--- config.mk ---
export PLATFORM = sky130hd
export DESIGN_NAME = ccs_top
export DESIGN_NICKNAME = d
export VERILOG_FILES = /design/src/rtl/ccs_sync.v /design/src/rtl/ccs_clk_div.v /design/src/rtl/ccs_top.v
export VERILOG_INCLUDE_DIRS = /design/src /design/src/rtl
export SDC_FILE = /design/constraint.sdc
export NUM_CORES = 1
export LEC_CHECK = 0
export BUFFER_PORTS_ARGS = -buffer_cell sky130_fd_sc_hd__buf_4
export CORE_MARGIN = 1
export CORE_UTILIZATION = 30
export DETAILED_ROUTE_END_ITERATION = 6
export PLACE_DENSITY = 0.67
export SYNTH_ARGS = -nofsm -noshare
export SYNTH_HDL_FRONTEND = slang
export SYNTH_SLANG_ARGS = --single-unit
--- constraint.sdc ---
create_clock -name clock -period 2.3 [get_ports clock]
set_clock_uncertainty 0.2 [all_clocks]
set_input_delay 0.46 -clock clock [delete_from_list [all_inputs] [get_ports clock]]
set_output_delay 0.46 -clock clock [all_outputs]
set_load 0.005 [all_outputs]
--- src/rtl/ccs_defines.vh ---
// Functional notes
// - clkout runs at full, half or quarter system rate per cfg bits 1:0
// - after reset the divider selects quarter rate
// - divider value 3 stops the output clock entirely
// - clock reaches the pin only while its mux selects clock-out function
// - one select bit picks the clock input pin; reset picks the jtag pin
// - with the external path dropped, internal oscillators may clock the device
`ifndef CCS_DEFINES_VH
`define CCS_DEFINES_VH

// register byte offsets
`define CCS_ADDR_CFG 8'h00
`define CCS_ADDR_CTL 8'h04
`define CCS_ADDR_MUX 8'h08
`define CCS_ADDR_STAT 8'h0C

// configuration register fields
`define CCS_DIV_MSB 1
`define CCS_DIV_LSB 0
`define CCS_PINSEL_BIT 6

// control register fields
`define CCS_SRC_EXT_BIT 0
`define CCS_EXT_OFF_BIT 13
`define CCS_XTAL_OFF_BIT 14

// pin mux field and the clock-out function code
`define CCS_MUX_MSB 1
`define CCS_MUX_LSB 0
`define CCS_FUNC_CLKOUT 2'h1

// divider codes
`define CCS_DIV_QUARTER 2'h0
`define CCS_DIV_HALF 2'h1
`define CCS_DIV_FULL 2'h2
`define CCS_DIV_OFF 2'h3

// input pin select codes
`define CCS_PIN_JTAG 1'h0
`define CCS_PIN_ALT 1'h1

// active clock source codes
`define CCS_SRC_INTERNAL 2'h0
`define CCS_SRC_EXTERNAL 2'h1
`define CCS_SRC_CRYSTAL 2'h2

// reset values
`define CCS_DIV_RST 2'h0
`define CCS_PINSEL_RST 1'h0
`define CCS_MUX_RST 2'h0

// status register fields
`define CCS_STAT_EXT_BIT 0
`define CCS_STAT_XTAL_BIT 1
`define CCS_STAT_DBG_BIT 2
`define CCS_STAT_SRC_LSB 4
`define CCS_STAT_DIV_LSB 8

// ahb codes
`define CCS_HSIZE_WORD 3'h2

`endif

--- src/rtl/ccs_sync.v ---
`timescale 1ns/100ps
// two-stage synchroniser; the first stage feeds only the second
module ccs_sync #(
    parameter WIDTH = 1
) (
    input wire clock,
    input wire rst_n,
    input wire [WIDTH-1:0] d,
    output reg [WIDTH-1:0] q
);
    reg [WIDTH-1:0] meta;

    // metastability guard before any logic looks at the pins
    always @(posedge clock or negedge rst_n) begin
        if (!rst_n) begin
            meta <= {WIDTH{1'b0}};
            q <= {WIDTH{1'b0}};
        end else begin
            meta <= d;
            q <= meta;
        end
    end
endmodule

--- src/rtl/ccs_clk_div.v ---
`timescale 1ns/100ps
`include "ccs_defines.vh"
// clock-out divider; a new setting takes effect only at the end of a
// quarter-rate period so the output never shows a runt pulse
module ccs_clk_div (
    input wire clock,
    input wire rst_n,
    input wire [1:0] div_sel,
    output wire clk_out,
    output reg [1:0] active_sel
);
    reg [1:0] cnt;
    reg slow;
    reg fast_p;
    reg fast_n;
    wire [1:0] next_cnt;

    assign next_cnt = cnt + 2'h1;

    // free-running phase counter and settings latch
    always @(posedge clock or negedge rst_n) begin
        if (!rst_n) begin
            cnt <= 2'h0;
            active_sel <= `CCS_DIV_RST;
            slow <= 1'b0;
            fast_p <= 1'b0;
        end else begin
            cnt <= next_cnt;
            if (cnt == 2'h3) begin
                active_sel <= div_sel;
            end
            case (active_sel)
                `CCS_DIV_QUARTER: slow <= next_cnt[1];
                `CCS_DIV_HALF: slow <= next_cnt[0];
                default: slow <= 1'b0;
            endcase
            if (active_sel == `CCS_DIV_FULL) begin
                fast_p <= ~fast_p;
            end
        end
    end

    // falling-edge follower: the xor gives a full-rate copy of the clock
    always @(negedge clock or negedge rst_n) begin
        if (!rst_n) begin
            fast_n <= 1'b0;
        end else begin
            fast_n <= fast_p;
        end
    end

    // full rate cannot come from one flop, so it is rebuilt from two
    assign clk_out = (active_sel == `CCS_DIV_FULL) ? (fast_p ^ fast_n) : slow;
endmodule

--- src/rtl/ccs_top.v ---
// The AHB-Lite register port and the register addresses were chosen for this implementation.
`timescale 1ns/100ps
`include "ccs_defines.vh"
// clock-out and clock-source select block with an ahb-lite register slave
module ccs_top (
    input wire clock,
    input wire rst_n,
    // ahb-lite register slave
    input wire hsel,
    input wire [31:0] haddr,
    input wire [1:0] htrans,
    input wire hwrite,
    input wire [2:0] hsize,
    input wire [31:0] hwdata,
    input wire hready,
    output reg hreadyout,
    output reg hresp,
    output reg [31:0] hrdata,
    // candidate clock pins and board status, all asynchronous to this clock
    input wire jtag_shared_clkin_pin,
    input wire alt_clkin_pin,
    input wire crystal_in,
    input wire debug_attached,
    // clock pin drive and the source report
    output wire clkout_pin_out,
    output reg clkout_pin_oe,
    output reg ext_clock_in,
    output reg crystal_clock_in,
    output reg [1:0] clk_src_sel
);
    // reset release pair
    reg rst_meta;
    reg rst_sync_n;

    // software-visible control fields
    reg [1:0] clkout_div_sel;
    reg ext_clock_pin_sel;
    reg src_ext;
    reg ext_path_off;
    reg xtal_off;
    reg [1:0] pin_func;

    // write held from its address phase into its data phase
    reg wr_pending;
    reg [7:0] wr_addr;

    // values the control fields take at the next edge
    reg [1:0] next_div_sel;
    reg next_pin_sel;
    reg next_src_ext;
    reg next_ext_off;
    reg next_xtal_off;
    reg [1:0] next_pin_func;

    // source choice and the links to the helpers
    reg [1:0] next_src;
    reg debug_blocks_ext;
    wire [3:0] pins_sync;
    wire div_clk;
    wire [1:0] div_active;
    wire addr_take;

    // release reset through two flops; assertion stays asynchronous
    // a release close to an edge must not reach the flops in different cycles
    always @(posedge clock or negedge rst_n) begin
        if (!rst_n) begin
            rst_meta <= 1'b0;
            rst_sync_n <= 1'b0;
        end else begin
            rst_meta <= 1'b1;
            rst_sync_n <= rst_meta;
        end
    end

    // every pin that enters this domain is synchronised first
    ccs_sync #(
        .WIDTH(4)
    ) u_pin_sync (
        .clock(clock),
        .rst_n(rst_sync_n),
        .d({debug_attached, crystal_in, alt_clkin_pin, jtag_shared_clkin_pin}),
        .q(pins_sync)
    );

    ccs_clk_div u_div (
        .clock(clock),
        .rst_n(rst_sync_n),
        .div_sel(clkout_div_sel),
        .clk_out(div_clk),
        .active_sel(div_active)
    );

    // level of whichever candidate pin the select bit names; the status image
    // and the external path share it so they can never disagree on the choice
    function pin_pick;
        input sel;
        input [1:0] pins;
        begin
            pin_pick = (sel == `CCS_PIN_ALT) ? pins[1] : pins[0];
        end
    endfunction

    // read image of one register; shared by the read path for every offset
    function [31:0] reg_image;
        input [7:0] addr;
        input [1:0] div_f;
        input pin_sel_f;
        input src_ext_f;
        input ext_off_f;
        input xtal_off_f;
        input [1:0] func_f;
        input [3:0] pins_f;
        input [1:0] src_f;
        input [1:0] div_act_f;
        reg [31:0] img;
        begin
            img = 32'h00000000;
            case (addr)
                `CCS_ADDR_CFG: begin
                    img[`CCS_DIV_MSB:`CCS_DIV_LSB] = div_f;
                    img[`CCS_PINSEL_BIT] = pin_sel_f;
                end
                `CCS_ADDR_CTL: begin
                    img[`CCS_SRC_EXT_BIT] = src_ext_f;
                    img[`CCS_EXT_OFF_BIT] = ext_off_f;
                    img[`CCS_XTAL_OFF_BIT] = xtal_off_f;
                end
                `CCS_ADDR_MUX: begin
                    img[`CCS_MUX_MSB:`CCS_MUX_LSB] = func_f;
                end
                `CCS_ADDR_STAT: begin
                    img[`CCS_STAT_EXT_BIT] = pin_pick(pin_sel_f, pins_f[1:0]);
                    img[`CCS_STAT_XTAL_BIT] = pins_f[2];
                    img[`CCS_STAT_DBG_BIT] = pins_f[3];
                    img[`CCS_STAT_SRC_LSB+1:`CCS_STAT_SRC_LSB] = src_f;
                    img[`CCS_STAT_DIV_LSB+1:`CCS_STAT_DIV_LSB] = div_act_f;
                end
                default: begin
                    img = 32'h00000000; // unmapped offsets read as zero
                end
            endcase
            reg_image = img;
        end
    endfunction

    // an address phase is taken only when the bus is ready and the slave is picked
    assign addr_take = hsel & hready & htrans[1];

    // values the registers hold after this cycle's data-phase write
    always @* begin
        next_div_sel = clkout_div_sel;
        next_pin_sel = ext_clock_pin_sel;
        next_src_ext = src_ext;
        next_ext_off = ext_path_off;
        next_xtal_off = xtal_off;
        next_pin_func = pin_func;
        if (wr_pending) begin
            case (wr_addr)
                `CCS_ADDR_CFG: begin
                    next_div_sel = hwdata[`CCS_DIV_MSB:`CCS_DIV_LSB];
                    next_pin_sel = hwdata[`CCS_PINSEL_BIT];
                end
                `CCS_ADDR_CTL: begin
                    next_src_ext = hwdata[`CCS_SRC_EXT_BIT];
                    next_ext_off = hwdata[`CCS_EXT_OFF_BIT];
                    next_xtal_off = hwdata[`CCS_XTAL_OFF_BIT];
                end
                `CCS_ADDR_MUX: begin
                    next_pin_func = hwdata[`CCS_MUX_MSB:`CCS_MUX_LSB];
                end
                default: begin
                    next_pin_func = pin_func; // status and unmapped ignore writes
                end
            endcase
        end
    end

    // a debugger on the shared jtag pin makes that pin unusable as a clock;
    // the path is dropped in hardware so software cannot forget to do it
    always @* begin
        debug_blocks_ext = pins_sync[3] & (ext_clock_pin_sel == `CCS_PIN_JTAG);
    end

    // clock source choice; internal oscillator is the fallback
    // whenever both outside sources are off or blocked
    always @* begin
        if (!src_ext) begin
            next_src = `CCS_SRC_INTERNAL;
        end else if (!ext_path_off && !debug_blocks_ext) begin
            next_src = `CCS_SRC_EXTERNAL;
        end else if (!xtal_off) begin
            next_src = `CCS_SRC_CRYSTAL;
        end else begin
            next_src = `CCS_SRC_INTERNAL;
        end
    end

    // bus handshake: zero wait states and always an okay response; ready
    // stays low through reset so no transfer is taken half initialised
    always @(posedge clock or negedge rst_sync_n) begin
        if (!rst_sync_n) begin
            hreadyout <= 1'b0;
            hresp <= 1'b0;
        end else begin
            hreadyout <= 1'b1;
            hresp <= 1'b0;
        end
    end

    // a write's address phase is kept for the data phase, where hwdata stands;
    // narrow writes are dropped here so no field is ever half written
    always @(posedge clock or negedge rst_sync_n) begin
        if (!rst_sync_n) begin
            wr_pending <= 1'b0;
            wr_addr <= 8'h00;
        end else begin
            wr_pending <= addr_take & hwrite & (hsize == `CCS_HSIZE_WORD);
            if (addr_take) begin
                wr_addr <= haddr[7:0];
            end
        end
    end

    // read data is loaded at the address edge and stands until the next read;
    // it is built from the next values so a read right behind a write sees it
    always @(posedge clock or negedge rst_sync_n) begin
        if (!rst_sync_n) begin
            hrdata <= 32'h00000000;
        end else if (addr_take && !hwrite) begin
            hrdata <= reg_image(haddr[7:0], next_div_sel, next_pin_sel, next_src_ext,
                next_ext_off, next_xtal_off, next_pin_func, pins_sync, clk_src_sel,
                div_active);
        end
    end

    // configuration field: divider and input pin select; the divider itself
    // waits for its own period boundary, so a write here never cuts a pulse
    always @(posedge clock or negedge rst_sync_n) begin
        if (!rst_sync_n) begin
            clkout_div_sel <= `CCS_DIV_RST;
            ext_clock_pin_sel <= `CCS_PINSEL_RST;
        end else begin
            clkout_div_sel <= next_div_sel;
            ext_clock_pin_sel <= next_pin_sel;
        end
    end

    // control field: source use and the two path disables; both paths run
    // after reset so either kind of board clock is seen before software acts
    always @(posedge clock or negedge rst_sync_n) begin
        if (!rst_sync_n) begin
            src_ext <= 1'b0;
            ext_path_off <= 1'b0;
            xtal_off <= 1'b0;
        end else begin
            src_ext <= next_src_ext;
            ext_path_off <= next_ext_off;
            xtal_off <= next_xtal_off;
        end
    end

    // pin function field; the pin stays undriven until software picks clock-out
    always @(posedge clock or negedge rst_sync_n) begin
        if (!rst_sync_n) begin
            pin_func <= `CCS_MUX_RST;
        end else begin
            pin_func <= next_pin_func;
        end
    end

    // external clock path; held low while disabled or blocked by a debugger,
    // so a test clock on the shared pin never reaches the clock tree
    always @(posedge clock or negedge rst_sync_n) begin
        if (!rst_sync_n) begin
            ext_clock_in <= 1'b0;
        end else if (ext_path_off || debug_blocks_ext) begin
            ext_clock_in <= 1'b0;
        end else begin
            ext_clock_in <= pin_pick(ext_clock_pin_sel, pins_sync[1:0]);
        end
    end

    // crystal path; a disabled oscillator reads as a steady low rather than
    // whatever noise the grounded input pin picks up
    always @(posedge clock or negedge rst_sync_n) begin
        if (!rst_sync_n) begin
            crystal_clock_in <= 1'b0;
        end else begin
            crystal_clock_in <= xtal_off ? 1'b0 : pins_sync[2];
        end
    end

    // active source report and pin enable; both lag their fields by one
    // cycle, which keeps every output of the block except clkout_pin_out on a flop
    always @(posedge clock or negedge rst_sync_n) begin
        if (!rst_sync_n) begin
            clk_src_sel <= `CCS_SRC_INTERNAL;
            clkout_pin_oe <= 1'b0;
        end else begin
            clk_src_sel <= next_src;
            clkout_pin_oe <= (pin_func == `CCS_FUNC_CLKOUT);
        end
    end

    // the pin sees the divided clock only with the clock-out function selected;
    // a clock cannot be re-registered here without halving it again
    assign clkout_pin_out = clkout_pin_oe & div_clk;
endmodule

After elaboration in Yosys (flattened, before gate mapping)

Index checks and enable logic that the tools add are counted.

Register bits after elaboration: 50
Latch bits: 0
Memory bits (writable): 0
Memory bits (read-only): 0
Bits of input ports: 78
Output and inout bits: 40
Word-level logic and storage cells: 80
Memories: 0

$add $sub $neg: 1
Multipliers: 0
Divide/modulo/power cells: 0
$lt $le $gt $ge: 0
Equality and inequality tests: 10
Shift-type cells: 0
Multiplexer cells: 28
Bitwise logic cells: 9
Reduce and logical (&&, ||, !) cells: 9

Operator list:

| operator              | number |
|---|---|
| $eq A8 B4 Y1 const B  | 3 |
| $mux W2               | 10 |
| $eq A8 B3 Y1 const B  | 2 |
| $logic_not A8 Y1      | 2 |
| $mux W1               | 15 |
| $and A1 B1 Y1         | 6 |
| $eq A2 B1 Y1 const B  | 2 |
| $eq A2 B2 Y1 const B  | 2 |
| $pmux W1 S4           | 1 |
| $eq A3 B2 Y1 const B  | 1 |
| $logic_not A1 Y1      | 3 |
| $pmux W1 S3           | 1 |
| $add A2 B1 Y2 const B | 1 |
| $logic_and A1 B1 Y1   | 2 |
| $logic_not A2 Y1      | 1 |
| $not A1 Y1            | 2 |
| $pmux W1 S2           | 1 |
| $logic_or A1 B1 Y1    | 1 |
| $xor A1 B1 Y1         | 1 |

Logic depth before layout (Yosys ltp)

Gate-level depths: netlist of run 1.

Word-level depth: 6
Depth in mapped cells: 6
Depth with buffers taken out: 5

By module

Synthesis of run 1 repeated with hierarchy kept, for this count alone.

Cells, all modules: 175
Area total of the unflattened synthesis: 2,227.1 µm²

Modules (own cells, without submodules):

| module      | instances | cells an instance | area each (µm²) | sequential area each (µm²) |
|---|---|---|---|---|
| ccs_top     | 1         | 150               | 1,755.4         | 875.8 |
| ccs_clk_div | 1         | 17                | 271.5           | 175.2 |
| ccs_sync    | 1         | 8                 | 200.2           | 200.2 |

==> impl_results.md, run 1 <==
- TritonCTS sink count: 50
- Crit path capture type: primary output
- Clock-pin transition on the worst setup and hold timing paths: 0.08 ns
- Area grow syn2layout: 21.8%
- Vias: 1343
- ANT nets after route: 0
- Critical Path AT: 2.28 ns
- Worst vdd rail ir drop: 0.328 mV
- Cell Count Post-Placement: 309
- Setup WS pre-CTS: -0.332 ns
- Vias per cell: 4.22
- N_diodes: 0
- Initial Util: 31.5%
- Met3 Use GR: 3.32%
- Power, Total: 1.68 mW
- Nets: 300
- Largest net degree at the start of global routing: 48
- Initial antenna violation count: 0
- Total Routing Usage GR: 10.8%
- Slew HR: 61.8%
- H-Tree Depth: 2
- WHS: 0.0628 ns
- Mapped Area: 2160 sq um
- CP required: 1.64 ns
- Grt met2 use: 16.8%
- Worst Setup Start Kind: flop
- WS Path Type: flop to primary output
- Total overflow reported by the global router: 0
- Top Usage Layer GRT: met2
- First-pass GRT wire length: 6110 um
- Synth warnings: 0
- Combinational power share: 10.7%
- Detail Placement HPWL: 2910 um
- Mapped Cells: 168
- Psw: 397 uW
- I/O pin count: 118
- Worst setup margin: -0.639 ns
- Share of cells above drive strength 1: 36.5%
- Core Area: 6870 sq um
- Vias in the first global route: 1292
- Routed wire length: 3800 um
- Die Height: 86.9 um
- Main synth FF type: dfrtp_1
- # rows: 30
- DIE AREA: 7560 sq um
- DR iter-0 viols: 63
- Drt pass-1 iters: 4
- Register share of total power: 59.0%
- Setup Buffers After CTS: 0
- Hold crit path type: input port to flop
- Root Buffer: clkbuf_8
- Clk buf depth: 2
- Failing checks: setup timing
- CP max FO: 1
- Syn_area_per_cell: 12.9 sq um
- Actual slew at the worst max-slew pin: 0.572 ns
- Later-pin clock latency in the skew report: 0.30 ns
- Sw Share: 23.6%
- Post-route DRC: 0
- Drt wl/cell: 12.0 um
- Sequential-to-total area share from yosys stat: 57.8%
- Leakage: 1.28 nW
- Post-synth EDFFs: 0
- Flops & latches, synth: 50
- Max Cap Viol: 0
- CTS tree: yes
- Int Power: 1.29 mW
- Final slew viol count: 0
- Final setup viols: 1
- Power Density: 638 nW/um^2
- Fin cells: 318
- Num CTS Buffers: 5
- Endpoints failing hold: 0
- Power share of the clock group: 30.3%
- Met1 Resource Use GR: 14.5%
- Die W: 86.9 um
- Routability cong.: 0.803
- Synth unique cells: 39
- Status: finished with violations
- I/O Buffers: 42
- Async S/R FF share, synth: 100%
- RSZ-0062 raised after global routing: yes
-- worst max-delay path, stage by stage, from the launching register on --
cell	delay [ns]
dfrtn_1	0.40
xnor2_1	0.11
nand2_1	0.06
o211a_1	0.14
buf_6	0.11
-- through the flow --
| stage | setup TNS [ns] | cell area [sq um] | utilization [%] |
|---|---|---|---|
| floorplan | -0.188 | 2250 | - |
| global placement | -0.330 | 2530 | 36.8 |
| detailed placement | -0.332 | 2530 | 36.8 |
| CTS | -0.657 | 2640 | 38.4 |
| global route | -0.687 | 2640 | 38.4 |
| finish | -0.639 | 2640 | 38.4 |
-- cell families (layout without fill, tap and decap cells) --
kind of cell | Yosys count | in the layout | share of synthesized area (%)
xor gates and xnor gates | 2 | 2 | 0.809
and+or+nand+nor | 44 | 44 | 12.7
AOI/OAI and AO/OA | 19 | 19 | 6.76
other | 2 | 25 | 0.347
DFF | 50 | 50 | 57.8
adders and majority gates | 1 | 1 | 0.578
buffers and inverters | 28 | 59 | 9.65
muxes | 22 | 22 | 11.4
-- synth_stat cells, drive strengths merged (2+ instances only) --
cell	instances	share of area, %
nand3	6	1.4
mux2	18	9.5
nor3	4	2.0
a31oi	2	0.58
o21ai	3	0.69
nor2b	3	0.87
mux2i	4	1.8
buf	24	8.5
nor3b	4	1.4
inv	2	0.35
nor4	2	0.58
a21oi	3	0.69
conb	2	0.35
nand2	10	1.7
dfrtp	49	57
a22oi	2	1.2
nor2	7	1.2
clkbuf	2	0.81
a22o	5	2.0
or4b	2	1.1
-- sequential cells by signal, summed over array words and instances, names as in the netlist, 2 cells and up --
register and count:
clk_src_sel 2, wr_addr 8, u_div.cnt 2, u_pin_sync.meta 4, hrdata 10, u_pin_sync.q 4, u_div.active_sel 2, clkout_div_sel 2
pin_func 2
-- path summary, 6_finish.rpt --
path / slack [ns] / to / cells after the start / start
worst max-delay path: -0.64 / clkout_pin_out / 4 / u_div.fast_n
worst min-delay path: 0.06 / u_pin_sync.meta[2] / 1 / crystal_in
worst max register to register: 0.09 / hrdata[0] / 5 / wr_addr[1]
worst min register to register: 0.15 / u_pin_sync.q[0] / 0 / u_pin_sync.meta[0]
max in group asynchronous: 0.84 / u_div.fast_n / 0 / rst_sync_n
min in group asynchronous: 0.24 / wr_addr[6] / 1 / rst_sync_n
-- power by group through the flow --
stage                     combinational, mW  clock, mW  sequential, mW
final                                 0.180      0.510           0.993
after floorplan                       0.119          0            1.01
after CTS                             0.183      0.522           0.993
after global routing                  0.203      0.556           0.999
after detailed placement              0.180          0            1.01
after global placement                0.176          0            1.01
-- layout by cell type, fill, tap and decap left out, types with 2 or more instances in the layout --
cell,n
a31oi_1,2
inv_1,2
nor3_1,2
a21oi_1,3
clkbuf_8,6
nor3b_1,4
conb_1,25
mux2_2,17
dfrtp_1,48
nor2b_1,3
nor3_4,2
nor2_1,7
nor4_1,2
nand3_1,6
o21ai_0,3
mux2i_1,4
a22o_1,5
nand2_1,10
a22oi_2,2
buf_4,47
-- timing repair --
| action | 4_1_cts | 5_1_grt |
|---|---|---|
| setup endpoints to repair | 1 | 2 |
| pin swaps | 1 | 2 |
| resized for setup | 1 | 0 |
| hold endpoints to repair | 2 | 0 |
| hold buffers | 1 | 0 |
-- per-layer routing --
layer | up-vias | part of all wire [%] | wire length [um]
met1 | 637 | 48 | 1830
met4 | 0 | 0.82 | 31
met3 | 6 | 6.0 | 229
li1 | 647 | - | -
met2 | 53 | 45 | 1710
met5 | - | 0 | 0
-- final cells by class --
| cell class | count | area [sq um] |
|---|---|---|
| flip-flops and latches | 50 | 1250 |
| fillers | 690 | 4230 |
| repair buffers | 49 | 374 |
| clock inverters | 1 | 5.00 |
| inverters | 2 | 7.51 |
| clock buffers | 7 | 86.3 |
| multi-input cells | 113 | 791 |
| well taps | 96 | 120 |
(Power assumes the default switching activity.)
==> run 2, diff against run 1 <==
--- a/config.mk
+++ b/config.mk
@@ -8,9 +8,10 @@
 export LEC_CHECK = 0
 export BUFFER_PORTS_ARGS = -buffer_cell sky130_fd_sc_hd__buf_4
 export CORE_MARGIN = 1
-export CORE_UTILIZATION = 30
+export CORE_UTILIZATION = 34
 export DETAILED_ROUTE_END_ITERATION = 6
-export PLACE_DENSITY = 0.67
+export HOLD_SLACK_MARGIN = 0.05
+export PLACE_DENSITY = 0.73
 export SYNTH_ARGS = -nofsm -noshare
 export SYNTH_HDL_FRONTEND = slang
 export SYNTH_SLANG_ARGS = --single-unit
==> run 2 against run 1 <==
Effect of this change:
- largest cell class unchanged
- the flow still finishes with violations (setup timing)
- first-iteration DRC count shrank 40%
- core utilization increased by 5.0 points
- register-to-register slack about the same
- sequential share of layout area increased by 0.36 points
- clock-buffer cell count shrank 2
- design area decreased by 0.76%
- sequential power hardly changed
- total power decreased by 0.62%
- wire length is 1.1% higher
- highest routed layer unchanged
- die area is 11% lower
- combinational power is essentially flat
==> impl_results.md, run 2 (synthesized netlist as in run 1, its figures left out) <==
- Post-route DRC: 0
- Largest regs: hrdata (10), wr_addr (8)
- I/O pin count: 118
- Cell Count Post-Placement: 289
- Top reg by flops: hrdata
- H-Tree Depth: 2
- ANT nets after route: 0
- Die Height: 81.8 um
- TritonCTS sink count: 50
- Failing checks: setup timing
- Setup WS pre-CTS: -0.350 ns
- Status: finished with violations
- Endpoints failing hold: 0
- Power Density: 639 nW/um^2
- WS Path Type: flop to primary output
- Area grow syn2layout: 20.9%
- Initial antenna violation count: 0
- Routability cong.: 0.792
- Vias: 1359
- Worst Setup Start Kind: flop
- Die W: 81.8 um
- Worst r2r path cells: 5
- I/O Buffers: 42
- DR iter-0 viols: 38
- Worst setup margin: -0.662 ns
- Vias in the first global route: 1346
- Multi-input gate area: 791 sq um
- Total overflow reported by the global router: 0
- Setup Buffers After CTS: 0
- Largest net degree at the start of global routing: 48
- Leakage: 1.28 nW
- Placed instance area: 2510 sq um
- CP max FO: 1
- Critical Path End: clkout_pin_out
- First-pass GRT wire length: 6300 um
- Clock-pin transition on the worst setup and hold timing paths: 0.08 ns
- WHS: 0.0677 ns
- Reg-to-reg slack, setup: 0.08 ns
- Later-pin clock latency in the skew report: 0.30 ns
- N_diodes: 0
- Slew HR: 61.0%
- Register Area: 1250 sq um
- Core Area: 6030 sq um
- Drt pass-1 iters: 4
- Worst vdd rail ir drop: 0.340 mV
- # rows: 28
- CP required: 1.64 ns
- Root Buffer: clkbuf_8
- FF-to-FF Start: wr_addr[4]
- Initial Util: 35.9%
- DIE AREA: 6690 sq um
- Max reg flops: 10
- Detail Placement HPWL: 2920 um
- Max Cap Viol: 0
- Crit path capture type: primary output
- Hold crit path type: input port to flop
- Routed wire length: 3840 um
- Critical Path AT: 2.30 ns
- Fin cells: 298
- Final slew viol count: 0
- Total Routing Usage GR: 12.6%
- Nets: 301
- CTS tree: yes
- Final setup viols: 1
- Worst r2r dst: hrdata[0]
- Setup TNS: -0.662 ns
- Actual slew at the worst max-slew pin: 0.585 ns
- Worst Setup SP: u_div.fast_n
- Final instance area: 2620 sq um
- Commonest non-fill, non-tap cells in the layout: dfrtp_1, buf_4, conb_1, mux2_2, nand2_1
- # fillers: 588
- Vias per cell: 4.56
- RSZ-0062 raised after global routing: yes
- Share of cells above drive strength 1: 37.2%
- Drt wl/cell: 12.9 um
- Num CTS Buffers: 5
- Final Util: 43.4%
- Clk buf depth: 2
- Power, Total: 1.67 mW
-- run 2: changes by cell type in the layout (fill, tap and decap cells not counted) --
cell / delta
clkbuf_8: -1
buf_4: +1
clkinv_4: +1
clkinvlp_4: +1
clkbuf_1: -1
-- run 2: where the power goes --
part	internal [mW]	total [mW]	leakage, nW	switching, mW
clock	0.214	0.498	0.0441	0.284
sequential	0.944	0.994	0.641	0.0506
combinational	0.0997	0.181	0.594	0.0808
total	1.26	1.67	1.28	0.415
-- run 2: what timing repair did --
action                                 CTS  global route
pin swaps                                1             0
hold buffers                             1             0
resized for setup                        1             0
setup endpoints to repair                1             1
endpoints found under the hold margin    2             0
-- run 2: cell type report --
cell class                      count  area share (%)
Sequential cell                    50            47.9
Multi-Input combinational cell    113            30.2
Timing Repair Buffer               50            14.6
Tap cell                           75            3.59
Clock buffer                        5            2.63
Clock inverter                      3           0.813
Inverter                            2           0.287
-- run 2: critical path, stage by stage, from the launching register on --
cell and delay, ns:
dfrtn_1 0.41, xnor2_1 0.12, nand2_1 0.07, o211a_1 0.14
buf_6 0.11
-- run 2: worst min path at each step --
stage	from	depth (start not counted)	endpoint	slack, ns
after floorplan	rst_n	0	rst_meta	-0.04
after CTS	crystal_in	1	u_pin_sync.meta[2]	0.06
after detailed placement	rst_n	1	rst_meta	0.04
after global routing	debug_attached	1	u_pin_sync.meta[3]	0.05
final	crystal_in	1	u_pin_sync.meta[2]	0.07
after global placement	rst_n	1	rst_meta	0.04
-- run 2: routing by layer --
metal  GRT usage, %  wire length [um]
met5              0                 0
met4           3.16                23
met3           3.11               213
met2           19.9              1800
met1           17.2              1800
